File: src/rtl/dqos_pkg.sv
// ============================================================
// shared constants
package dqos_pkg;

  localparam int unsigned WB_ADR_W  = 8;
  localparam int unsigned WB_DAT_W  = 32;
  localparam int unsigned WB_SEL_W  = 4;
  localparam int unsigned REG_W     = 8;
  localparam int unsigned NUM_CH    = 2;
  localparam int unsigned IRQ_W     = 4;

  // ==========================================================
  // register indices, byte address is index times four
  localparam logic [5:0] IDX_CH0_ERR  = 6'h00;
  localparam logic [5:0] IDX_CH0_LVL  = 6'h02;
  localparam logic [5:0] IDX_CH1_ERR  = 6'h08;
  localparam logic [5:0] IDX_CH1_LVL  = 6'h0a;
  localparam logic [5:0] IDX_CH0_CTRL = 6'h10;
  localparam logic [5:0] IDX_CH1_CTRL = 6'h11;
  localparam logic [5:0] IDX_IRQ_STS  = 6'h12;
  localparam logic [5:0] IDX_IRQ_MSK  = 6'h13;

  // ==========================================================
  // field positions
  localparam int unsigned ERR_A_BIT   = 4;
  localparam int unsigned ERR_B_BIT   = 5;
  localparam int unsigned LVL_A_BIT   = 1;
  localparam int unsigned LVL_B_BIT   = 2;
  localparam int unsigned CTL_SRC_BIT = 1;
  localparam int unsigned CTL_ACK_BIT = 2;
  localparam int unsigned CTL_MA_BIT  = 3;
  localparam int unsigned CTL_MB_BIT  = 4;
  localparam logic [REG_W-1:0] CTL_WR_MASK = 8'h1e;

  // ==========================================================
  // reset values
  localparam logic [REG_W-1:0] CTRL_RST    = 8'h00;
  localparam logic [IRQ_W-1:0] IRQ_MSK_RST = 4'h0;

endpackage

File: src/rtl/dqos_top.sv
// Functional notes
// - short on output A sets channel's A error flag, shown in error byte bit 4
// - A error flag holds until error acknowledge clears it
// - B error flag set by short on B or direct request for both high
// - B error flag holds until error acknowledge clears it
// - level byte bit 1 shows present level of output A, 1 is high
// - level byte bit 2 shows present level of output B, 1 is high
// - direct mode with both manual bits set: A high, B low, B error set
// - source select 1: outputs follow pulse processing, manual bits ignored
// - source select 0: output A follows manual level A
// - source select 0 and manual A low: output B follows manual level B
`timescale 1ns/1ns
module dqos_top
  import dqos_pkg::*;
#(
  parameter int unsigned CH = dqos_pkg::NUM_CH
) (
  input  wire logic                          sys_clk,
  input  wire logic                          sys_rst,
  input  wire logic                          wb_cyc_i,
  input  wire logic                          wb_stb_i,
  input  wire logic                          wb_we_i,
  input  wire logic [dqos_pkg::WB_ADR_W-1:0] wb_adr_i,
  input  wire logic [dqos_pkg::WB_SEL_W-1:0] wb_sel_i,
  input  wire logic [dqos_pkg::WB_DAT_W-1:0] wb_dat_i,
  output logic      [dqos_pkg::WB_DAT_W-1:0] wb_dat_o,
  output logic                               wb_ack_o,
  input  wire logic [dqos_pkg::NUM_CH-1:0]   pulse_a_in,
  input  wire logic [dqos_pkg::NUM_CH-1:0]   pulse_b_in,
  input  wire logic [dqos_pkg::NUM_CH-1:0]   short_a_in,
  input  wire logic [dqos_pkg::NUM_CH-1:0]   short_b_in,
  output logic      [dqos_pkg::NUM_CH-1:0]   output_a,
  output logic      [dqos_pkg::NUM_CH-1:0]   output_b,
  output logic                               irq
);

  import dqos_pkg::*;

  if (CH != NUM_CH) begin : g_bad_ch
    $error("dqos_top: register map serves exactly two channels");
  end

  // ==========================================================
  // bus decode
  logic             wr_stb;
  logic [5:0]       idx;
  logic [REG_W-1:0] wdat;

  assign idx    = wb_adr_i[7:2];
  assign wdat   = wb_dat_i[REG_W-1:0];
  assign wr_stb = wb_cyc_i && wb_stb_i && wb_we_i && !wb_ack_o && wb_sel_i[0];

  // ==========================================================
  // per-channel state
  logic [REG_W-1:0] ctrl_ff   [NUM_CH];
  logic [NUM_CH-1:0] sa_meta_ff;
  logic [NUM_CH-1:0] sa_sync_ff;
  logic [NUM_CH-1:0] sb_meta_ff;
  logic [NUM_CH-1:0] sb_sync_ff;
  logic [NUM_CH-1:0] err_a_ff;
  logic [NUM_CH-1:0] err_b_ff;
  logic [NUM_CH-1:0] both_req;
  logic [NUM_CH-1:0] set_a;
  logic [NUM_CH-1:0] set_b;
  logic [NUM_CH-1:0] nxt_out_a;
  logic [NUM_CH-1:0] nxt_out_b;
  logic [REG_W-1:0]  err_byte  [NUM_CH];
  logic [REG_W-1:0]  lvl_byte  [NUM_CH];

  // short-circuit pins come from outside the clock domain
  always_ff @(posedge sys_clk or posedge sys_rst) begin
    if (sys_rst) begin
      sa_meta_ff <= '0;
      sa_sync_ff <= '0;
      sb_meta_ff <= '0;
      sb_sync_ff <= '0;
    end else begin
      sa_meta_ff <= short_a_in;
      sa_sync_ff <= sa_meta_ff;
      sb_meta_ff <= short_b_in;
      sb_sync_ff <= sb_meta_ff;
    end
  end

  genvar g;
  for (g = 0; g < NUM_CH; g++) begin : g_ch
    localparam logic [5:0] CTRL_IDX = (g == 0) ? IDX_CH0_CTRL : IDX_CH1_CTRL;

    always_ff @(posedge sys_clk or posedge sys_rst) begin
      if (sys_rst) begin
        ctrl_ff[g] <= CTRL_RST;
      end else if (wr_stb && idx == CTRL_IDX) begin
        ctrl_ff[g] <= wdat & CTL_WR_MASK;
      end
    end

    // output source selection
    always_comb begin
      both_req[g] = 1'b0;
      if (ctrl_ff[g][CTL_SRC_BIT]) begin
        nxt_out_a[g] = pulse_a_in[g];
        nxt_out_b[g] = pulse_b_in[g];
      end else begin
        nxt_out_a[g] = ctrl_ff[g][CTL_MA_BIT];
        nxt_out_b[g] = ctrl_ff[g][CTL_MB_BIT] && !ctrl_ff[g][CTL_MA_BIT];
        both_req[g]  = ctrl_ff[g][CTL_MA_BIT] && ctrl_ff[g][CTL_MB_BIT];
      end
    end

    assign set_a[g] = sa_sync_ff[g];
    assign set_b[g] = sb_sync_ff[g] || both_req[g];

    // sticky error flags, a new event beats the acknowledge
    always_ff @(posedge sys_clk or posedge sys_rst) begin
      if (sys_rst) begin
        err_a_ff[g] <= 1'b0;
      end else if (set_a[g]) begin
        err_a_ff[g] <= 1'b1;
      end else if (ctrl_ff[g][CTL_ACK_BIT]) begin
        err_a_ff[g] <= 1'b0;
      end
    end

    always_ff @(posedge sys_clk or posedge sys_rst) begin
      if (sys_rst) begin
        err_b_ff[g] <= 1'b0;
      end else if (set_b[g]) begin
        err_b_ff[g] <= 1'b1;
      end else if (ctrl_ff[g][CTL_ACK_BIT]) begin
        err_b_ff[g] <= 1'b0;
      end
    end

    always_ff @(posedge sys_clk or posedge sys_rst) begin
      if (sys_rst) begin
        output_a[g] <= 1'b0;
        output_b[g] <= 1'b0;
      end else begin
        output_a[g] <= nxt_out_a[g];
        output_b[g] <= nxt_out_b[g];
      end
    end

    always_comb begin
      err_byte[g]            = '0;
      err_byte[g][ERR_A_BIT] = err_a_ff[g];
      err_byte[g][ERR_B_BIT] = err_b_ff[g];
      lvl_byte[g]            = '0;
      lvl_byte[g][LVL_A_BIT] = output_a[g];
      lvl_byte[g][LVL_B_BIT] = output_b[g];
    end
  end

  // ==========================================================
  // interrupt status, write one to clear, set wins
  logic [IRQ_W-1:0] irq_sts_ff;
  logic [IRQ_W-1:0] irq_msk_ff;
  logic [IRQ_W-1:0] irq_set;
  logic [IRQ_W-1:0] irq_clr;

  assign irq_set = {set_b[1], set_a[1], set_b[0], set_a[0]};
  assign irq_clr = (wr_stb && idx == IDX_IRQ_STS) ? wdat[IRQ_W-1:0] : '0;

  always_ff @(posedge sys_clk or posedge sys_rst) begin
    if (sys_rst) begin
      irq_sts_ff <= '0;
    end else begin
      irq_sts_ff <= (irq_sts_ff & ~irq_clr) | irq_set;
    end
  end

  always_ff @(posedge sys_clk or posedge sys_rst) begin
    if (sys_rst) begin
      irq_msk_ff <= IRQ_MSK_RST;
    end else if (wr_stb && idx == IDX_IRQ_MSK) begin
      irq_msk_ff <= wdat[IRQ_W-1:0];
    end
  end

  always_ff @(posedge sys_clk or posedge sys_rst) begin
    if (sys_rst) begin
      irq <= 1'b0;
    end else begin
      irq <= |(irq_sts_ff & irq_msk_ff);
    end
  end

  // ==========================================================
  // wishbone answer, one wait state, unmapped reads zero
  logic [REG_W-1:0] nxt_rdat;

  always_comb begin
    unique case (idx)
      IDX_CH0_ERR:  nxt_rdat = err_byte[0];
      IDX_CH0_LVL:  nxt_rdat = lvl_byte[0];
      IDX_CH1_ERR:  nxt_rdat = err_byte[1];
      IDX_CH1_LVL:  nxt_rdat = lvl_byte[1];
      IDX_CH0_CTRL: nxt_rdat = ctrl_ff[0];
      IDX_CH1_CTRL: nxt_rdat = ctrl_ff[1];
      IDX_IRQ_STS:  nxt_rdat = {{(REG_W-IRQ_W){1'b0}}, irq_sts_ff};
      IDX_IRQ_MSK:  nxt_rdat = {{(REG_W-IRQ_W){1'b0}}, irq_msk_ff};
      default:      nxt_rdat = '0;
    endcase
  end

  always_ff @(posedge sys_clk or posedge sys_rst) begin
    if (sys_rst) begin
      wb_ack_o <= 1'b0;
      wb_dat_o <= '0;
    end else begin
      wb_ack_o <= wb_cyc_i && wb_stb_i && !wb_ack_o;
      wb_dat_o <= {{(WB_DAT_W-REG_W){1'b0}}, nxt_rdat};
    end
  end

endmodule

File: config.mk
export PLATFORM = sky130hd
export DESIGN_NAME = dqos_top
export DESIGN_NICKNAME = d
export VERILOG_FILES = /design/src/rtl/dqos_pkg.sv /design/src/rtl/dqos_top.sv
export SDC_FILE = /design/constraint.sdc
export NUM_CORES = 1
export LEC_CHECK = 0
export BUFFER_PORTS_ARGS = -buffer_cell sky130_fd_sc_hd__buf_2
export CORE_MARGIN = 2
export CORE_UTILIZATION = 48
export CTS_CLUSTER_SIZE = 30
export DETAILED_ROUTE_END_ITERATION = 16
export PLACE_DENSITY = 0.87
export SLEW_MARGIN = 20
export SYNTH_ARGS = -nofsm -noshare
export SYNTH_HDL_FRONTEND = slang
export SYNTH_SLANG_ARGS = --single-unit
File: constraint.sdc
create_clock -name sys_clk -period 2.5 [get_ports sys_clk]
set_input_delay 0.25 -clock sys_clk [delete_from_list [all_inputs] [get_ports sys_clk]]
set_output_delay 0.25 -clock sys_clk [all_outputs]
set_load 0.005 [all_outputs]
==> impl_metrics.json, run 1 <==
{
  "postCtsHoldBufs": 0,
  "finalHoldViolCount": 0,
  "cts.clk_slew.worst_paths_ns": 0.08,
  "synth_top_area_cell": "dfrtp_1",
  "place.gp.congestion": 0.810,
  "leakage_nw": 1.07,
  "placementRows": 22,
  "cts_buffers": 5,
  "grt_pass1_wl_um": 4930,
  "vias": 1139,
  "r2r-end": "ctrl_ff[11]$_DFFE_PP0P_",
  "cp_cell_sequence": "nand3b_1 -> or4_1 -> mux2_4",
  "cts_setup_buffers": 0,
  "layout_commonest_cell": "dfrtp_1",
  "nNetsFinal": 246,
  "post_route_cells_drive_above_1_share_pct": 35.3,
  "ys_ff_latch": 40,
  "fill_cells": 324,
  "drv_slew": 0,
  "max_freq_mhz": 549,
  "dp.cells": 230,
  "status": "complete, no violations",
  "fin_crit_ns": 1.82,
  "skew_ns": 0.0128,
  "worstMarginPinSlew_ns": 0.598,
  "finalSetupViolations": 0,
  "antenna_found_initial": 0,
  "n_antenna_cell": 0,
  "top_layer": "met4",
  "period_share_pct": 72.9,
  "yosysSeqAreaShare_pct": 54.1,
  "netlist_area_um2": 1850,
  "critPathKind": "flip-flop to flip-flop",
  "finalSetupTns_ns": 0,
  "rsz0062_at_grt": "no",
  "grt_max_degree": 41,
  "die_h_um": 66.1,
  "cpMaxStageDelayCell": "or4_1",
  "met3WireLength_um": 182,
  "required_ns": 2.67,
  "io_pins": 95,
  "wl_um": 3120,
  "clkLatencyLatePin_ns": 0.29,
  "cts_tree": "yes",
  "cts_resized": 0,
  "final-instance-count-excl-fill": 238,
  "layout_common_cells": "dfrtp_1 (40), buf_2 (36), conb_1 (26)",
  "ff2ff_path_depth": 3,
  "crit_family": "simple AND/OR/NAND/NOR gates",
  "slowest_delay_ns": 0.73,
  "maxCapViolations": 0,
  "power.density_nw_per_um2": 611,
  "grt_pass1_vias": 1066,
  "fin_util_pct": 56.6,
  "synthCells": 149,
  "cts.sinks": 40,
  "yosys.area.top_type_share_pct": 54.1,
  "route.met2.wl_um": 1580,
  "synthTopCellsByArea": "dfrtp_1 (54%), buf_4 (11%), mux2_2 (6.7%), mux4_2 (3.7%), mux2_4 (3.2%)",
  "arrival_ns": 2.00,
  "coreArea_um2": 3690,
  "start_util_pct": 50.1,
  "area_delta_synth_final_pct": 12.9,
  "clock_path_buffers": 2,
  "crit_buf_inv": 0,
  "reg2reg_from": "wb_ack_o$_DFF_PP0_",
  "die_w_um": 66.1,
  "maxSlewHeadroom_pct": 59.6,
  "avgSynthCellArea_um2": 12.4,
  "drc_errors": 0,
  "start_kind": "flip-flop",
  "ant_nets": 0,
  "reg2reg_slack_ns": 0.68,
  "track_usage_pct": 15.7,
  "wl_per_cell_um": 13.1,
  "cts_max_level": 2,
  "drt-met1-wl_um": 1300,
  "synth-warning-count": 0,
  "clockRootBuffer": "clkbuf_8",
  "ys_types": 32,
  "crit_path_end_kind": "flip-flop",
  "gr-total-overflow": 0,
  "dp_hpwl_um": 2360,
  "drtPass1Iterations": 4,
  "drt_iter0_markers": 65,
  "cp_max_fo": 5,
  "vias_per_cell": 4.79,
  "io_buffers": 36,
  "hold_path.class": "primary input to async pin",
  "vdd_drop_max_mv": 0.354,
  "dieArea_um2": 4370
}
[kinds of logic after synthesis]
group / Yosys count / synth area share [%]
AO/OA/AOI/OAI: 17 / 5.95
buffers and inverters: 38 / 13.5
flip-flops: 40 / 54.1
multiplexers: 23 / 16.3
other: 1 / 0.203
AND/OR/NAND/NOR: 30 / 9.95
[worst max-delay path by stage]
stage / from / to / slack, ns / cells after the start
after floorplan: wb_adr_i[5] / ctrl_ff[10]$_DFFE_PP0P_ / 0.55 / 5
after global placement: wb_adr_i[5] / ctrl_ff[12]$_DFFE_PP0P_ / 0.41 / 4
after detailed placement: wb_adr_i[5] / ctrl_ff[9]$_DFFE_PP0P_ / 0.38 / 4
after CTS: wb_ack_o$_DFF_PP0_ / ctrl_ff[9]$_DFFE_PP0P_ / 0.67 / 3
after global routing: wb_ack_o$_DFF_PP0_ / ctrl_ff[11]$_DFFE_PP0P_ / 0.57 / 3
final: wb_ack_o$_DFF_PP0_ / ctrl_ff[11]$_DFFE_PP0P_ / 0.68 / 3
[Yosys cell counts]
library cell and number:
a211o_1 1, a21o_1 1, a22oi_1 2, a311oi_1 1, a31oi_1 5, and2_1 1, and3_1 1, and3b_1 1
buf_2 1, buf_4 26, buf_6 1, clkbuf_1 2, conb_1 1, dfrtp_1 40, inv_1 8, mux2_2 11
mux2_4 4, mux2i_1 5, mux4_2 3, nand2_1 8, nand2b_1 5, nand3b_1 1, nor2_1 4, nor3_1 1
nor4_1 2, nor4_2 2, nor4b_1 1, o21ai_0 6, o32ai_1 1, or2_2 1, or4_1 1, or4b_4 1
[stage by stage]
step                      setup WS, ns  instance area (µm²)  hold slack [ns]  power, mW
after detailed placement         0.383                 1980            0.336      0.782
after floorplan                  0.554                 1940            0.281      0.772
after global placement           0.408                 1980            0.331      0.778
final                            0.677                 2090           0.0551       1.27
after CTS                        0.668                 2090           0.0584       1.29
after global routing             0.573                 2090           0.0550       1.33
[area by class of cell]
| class | instances | area (µm²) | share of cell area (%) |
|---|---|---|---|
| Clock buffer | 6 | 72.6 | 3.48 |
| Clock inverter | 2 | 35.0 | 1.68 |
| Inverter | 8 | 30.0 | 1.44 |
| Multi-Input combinational cell | 96 | 693 | 33.2 |
| Sequential cell | 40 | 1000 | 48.0 |
| Tap cell | 48 | 60.1 | 2.88 |
| Timing Repair Buffer | 38 | 195 | 9.35 |
[flip-flops by register name, indices dropped and copies added (netlist names), 2 cells and up]
register and cells:
ctrl_ff 8, wb_dat_o 6, irq_msk_ff 4, irq_sts_ff 4, err_a_ff 2, err_b_ff 2, output_a 2, output_b 2
sa_meta_ff 2, sa_sync_ff 2, sb_meta_ff 2, sb_sync_ff 2
[routing by layer]
metal	track usage (%)	vias up
met2	26.3	42
met4	6.89	0
met3	4.09	5
met5	0	-
li1	-	546
met1	19.2	546
[tightest hold or removal path, stage by stage]
cell,delay (ns)
buf_2,0.09
inv_1,0.04
buf_4,0.41
[power by group]
| part | internal (mW) | switching, mW | leakage (nW) |
|---|---|---|---|
| sequential | 0.665 | 0.0110 | 0.496 |
| clock | 0.296 | 0.209 | 0.0552 |
| combinational | 0.0400 | 0.0530 | 0.517 |
| total | 1.00 | 0.273 | 1.07 |
Power figures use the tool's default switching activity.
==> inputs of run 2 (changes only) <==
--- a/config.mk
+++ b/config.mk
@@ -7,10 +7,10 @@
 export LEC_CHECK = 0
 export BUFFER_PORTS_ARGS = -buffer_cell sky130_fd_sc_hd__buf_2
 export CORE_MARGIN = 2
-export CORE_UTILIZATION = 48
+export CORE_UTILIZATION = 40
 export CTS_CLUSTER_SIZE = 30
 export DETAILED_ROUTE_END_ITERATION = 16
-export PLACE_DENSITY = 0.87
+export PLACE_DENSITY = 0.78
 export SLEW_MARGIN = 20
 export SYNTH_ARGS = -nofsm -noshare
 export SYNTH_HDL_FRONTEND = slang
==> constraint.sdc (replaced) <==
create_clock -name sys_clk -period 1.5 [get_ports sys_clk]
set_input_delay 0.15 -clock sys_clk [delete_from_list [all_inputs] [get_ports sys_clk]]
set_output_delay 0.15 -clock sys_clk [all_outputs]
set_load 0.005 [all_outputs]
==> run 2 against run 1 <==
Against the previous run: the flow now finishes with violations (negative setup slack); worst setup slack got worse by 0.80 ns; final cell count increased by 8.4%; power increased by 61%; critical path depth unchanged; count of clock-buffer cells in the layout unchanged; flip-flop and latch count unchanged; first-iteration DRC count increased by 28%; largest cell class unchanged; wire length increased by 14%; clock power increased by 44%; critical path type unchanged; global-route usage decreased by 1.1 points.
==> impl_metrics.json, run 2 (same netlist as run 1, synthesis figures left out) <==
{
  "status": "finished, violations left",
  "violations": "negative setup slack",
  "r2r-end": "ctrl_ff[11]$_DFFE_PP0P_",
  "reg2reg_slack_ns": -0.12,
  "skew_ns": 0.00865,
  "clkLatencyLatePin_ns": 0.29,
  "cp.depth": 3,
  "layout_commonest_cell": "dfrtp_1",
  "clockRootBuffer": "clkbuf_8",
  "dp_hpwl_um": 2550,
  "drtPass1Iterations": 4,
  "area_delta_synth_final_pct": 22.7,
  "grt_max_degree": 41,
  "io_pins": 95,
  "setup_slack_ns": -0.118,
  "max_freq_mhz": 618,
  "crit_family": "simple AND/OR/NAND/NOR gates",
  "critPathKind": "flip-flop to flip-flop",
  "required_ns": 1.68,
  "hold_path.class": "primary input to flip-flop",
  "cp_max_fo": 4,
  "track_usage_pct": 14.6,
  "place.gp.congestion": 0.864,
  "grt_pass1_wl_um": 5780,
  "maxCapViolations": 0,
  "cts_setup_buffers": 0,
  "final-instance-count-excl-fill": 258,
  "cts.sinks": 40,
  "vdd_drop_max_mv": 0.634,
  "cpMaxStageDelayCell": "or4_4",
  "cts_buffers": 5,
  "gr-total-overflow": 0,
  "wl_per_cell_um": 13.7,
  "placementRows": 24,
  "drv_slew": 0,
  "arrival_ns": 1.80,
  "crit_path_end_kind": "flip-flop",
  "rsz0062_at_grt": "yes",
  "reg_top3": "ctrl_ff x8, wb_dat_o x6",
  "ant_nets": 0,
  "fin_crit_ns": 1.62,
  "period_share_pct": 108,
  "reg2reg_from": "wb_ack_o$_DFF_PP0_",
  "dp.cells": 245,
  "regMostFlops": "ctrl_ff",
  "dieArea_um2": 5180,
  "start_util_pct": 41.9,
  "cts_max_level": 2,
  "leakage_nw": 1.16,
  "cp_cell_sequence": "nand3b_1 -> or4_4 -> mux2_4",
  "io_buffers": 36,
  "nNetsFinal": 262,
  "crit_buf_inv": 0,
  "n_antenna_cell": 0,
  "coreArea_um2": 4410,
  "die_h_um": 72.0,
  "cts.clk_slew.worst_paths_ns": 0.07,
  "power.density_nw_per_um2": 903,
  "start_kind": "flip-flop",
  "clock_path_buffers": 2,
  "setup.worst_path.start": "wb_ack_o$_DFF_PP0_",
  "ff2ff_path_depth": 3,
  "drc_errors": 0,
  "endpoint": "ctrl_ff[11]$_DFFE_PP0P_",
  "vias_per_cell": 4.76,
  "cts_tree": "yes",
  "vias": 1229,
  "slowest_delay_ns": 0.60,
  "finalHoldViolCount": 0,
  "fin_util_pct": 51.4,
  "wl_um": 3540,
  "drt_iter0_markers": 83,
  "layout_common_cells": "dfrtp_1 (40), buf_2 (36), conb_1 (26)",
  "antenna_found_initial": 0,
  "finalSetupViolations": 8,
  "largest_reg_flops": 8,
  "grt_pass1_vias": 1184,
  "die_w_um": 72.0,
  "post_route_cells_drive_above_1_share_pct": 38.8
}
[run 2: changes by cell type in the layout (fill, tap and decap cells not counted), moves of 2 or more]
cell,previous run,this run
dlygate4sd3_1,0,5
nor4_2,2,0
mux2_2,11,3
buf_6,0,2
mux2_4,4,12
buf_4,2,11
nor4_4,0,2
[run 2: metal layers]
layer	track usage (%)	part of all wire (%)
met2	22.8	50
met5	0	0
met1	19.9	44
met4	5.66	1.0
met3	3.33	4.9
[run 2: area by class of cell]
cell class / count / area (µm²)
well taps: 52 / 65.1
clock inverters: 2 / 10.0
flip-flops and latches: 40 / 1000
fillers: 397 / 2150
clock buffers: 6 / 82.6
multi-input cells: 96 / 744
inverters: 8 / 30.0
repair buffers: 54 / 335
[run 2: through the flow]
step	instance area, µm²	setup slack, ns	TNS, ns	hold slack (ns)	power, mW
after floorplan	1960	-0.340	-3.29	0.181	1.29
after global placement	2070	-0.317	-3.09	0.257	1.32
after detailed placement	2070	-0.346	-3.26	0.259	1.32
after global routing	2270	-0.157	-1.54	0.0640	2.14
final	2270	-0.118	-0.573	0.0614	2.05
after CTS	2260	-0.117	-0.533	0.0497	2.07
[run 2: worst min-delay path by stage]
stage,start,end,slack [ns],cells past startpoint
after floorplan,short_a_in[0],sa_meta_ff[0]$_DFF_PP0_,0.18,0
after global placement,short_a_in[1],sa_meta_ff[1]$_DFF_PP0_,0.26,1
after detailed placement,short_a_in[1],sa_meta_ff[1]$_DFF_PP0_,0.26,1
after CTS,wb_dat_i[0],irq_sts_ff[0]$_DFF_PP0_,0.05,2
after global routing,wb_dat_i[0],irq_sts_ff[0]$_DFF_PP0_,0.06,2
final,wb_dat_i[0],irq_sts_ff[0]$_DFF_PP0_,0.06,2
[run 2: report_power, final]
| part | switching (mW) | internal (mW) | total [mW] |
|---|---|---|---|
| registers | 0.0186 | 1.11 | 1.13 |
| clock network | 0.359 | 0.367 | 0.726 |
| logic | 0.102 | 0.0936 | 0.195 |
| total | 0.480 | 1.57 | 2.05 |
[run 2: timing repair]
action,CTS,global route
pin swaps,3,0
setup endpoints to repair,16,16
hold endpoints to repair,44,0
resized for setup,11,1
hold buffers,5,0
cloned,0,0
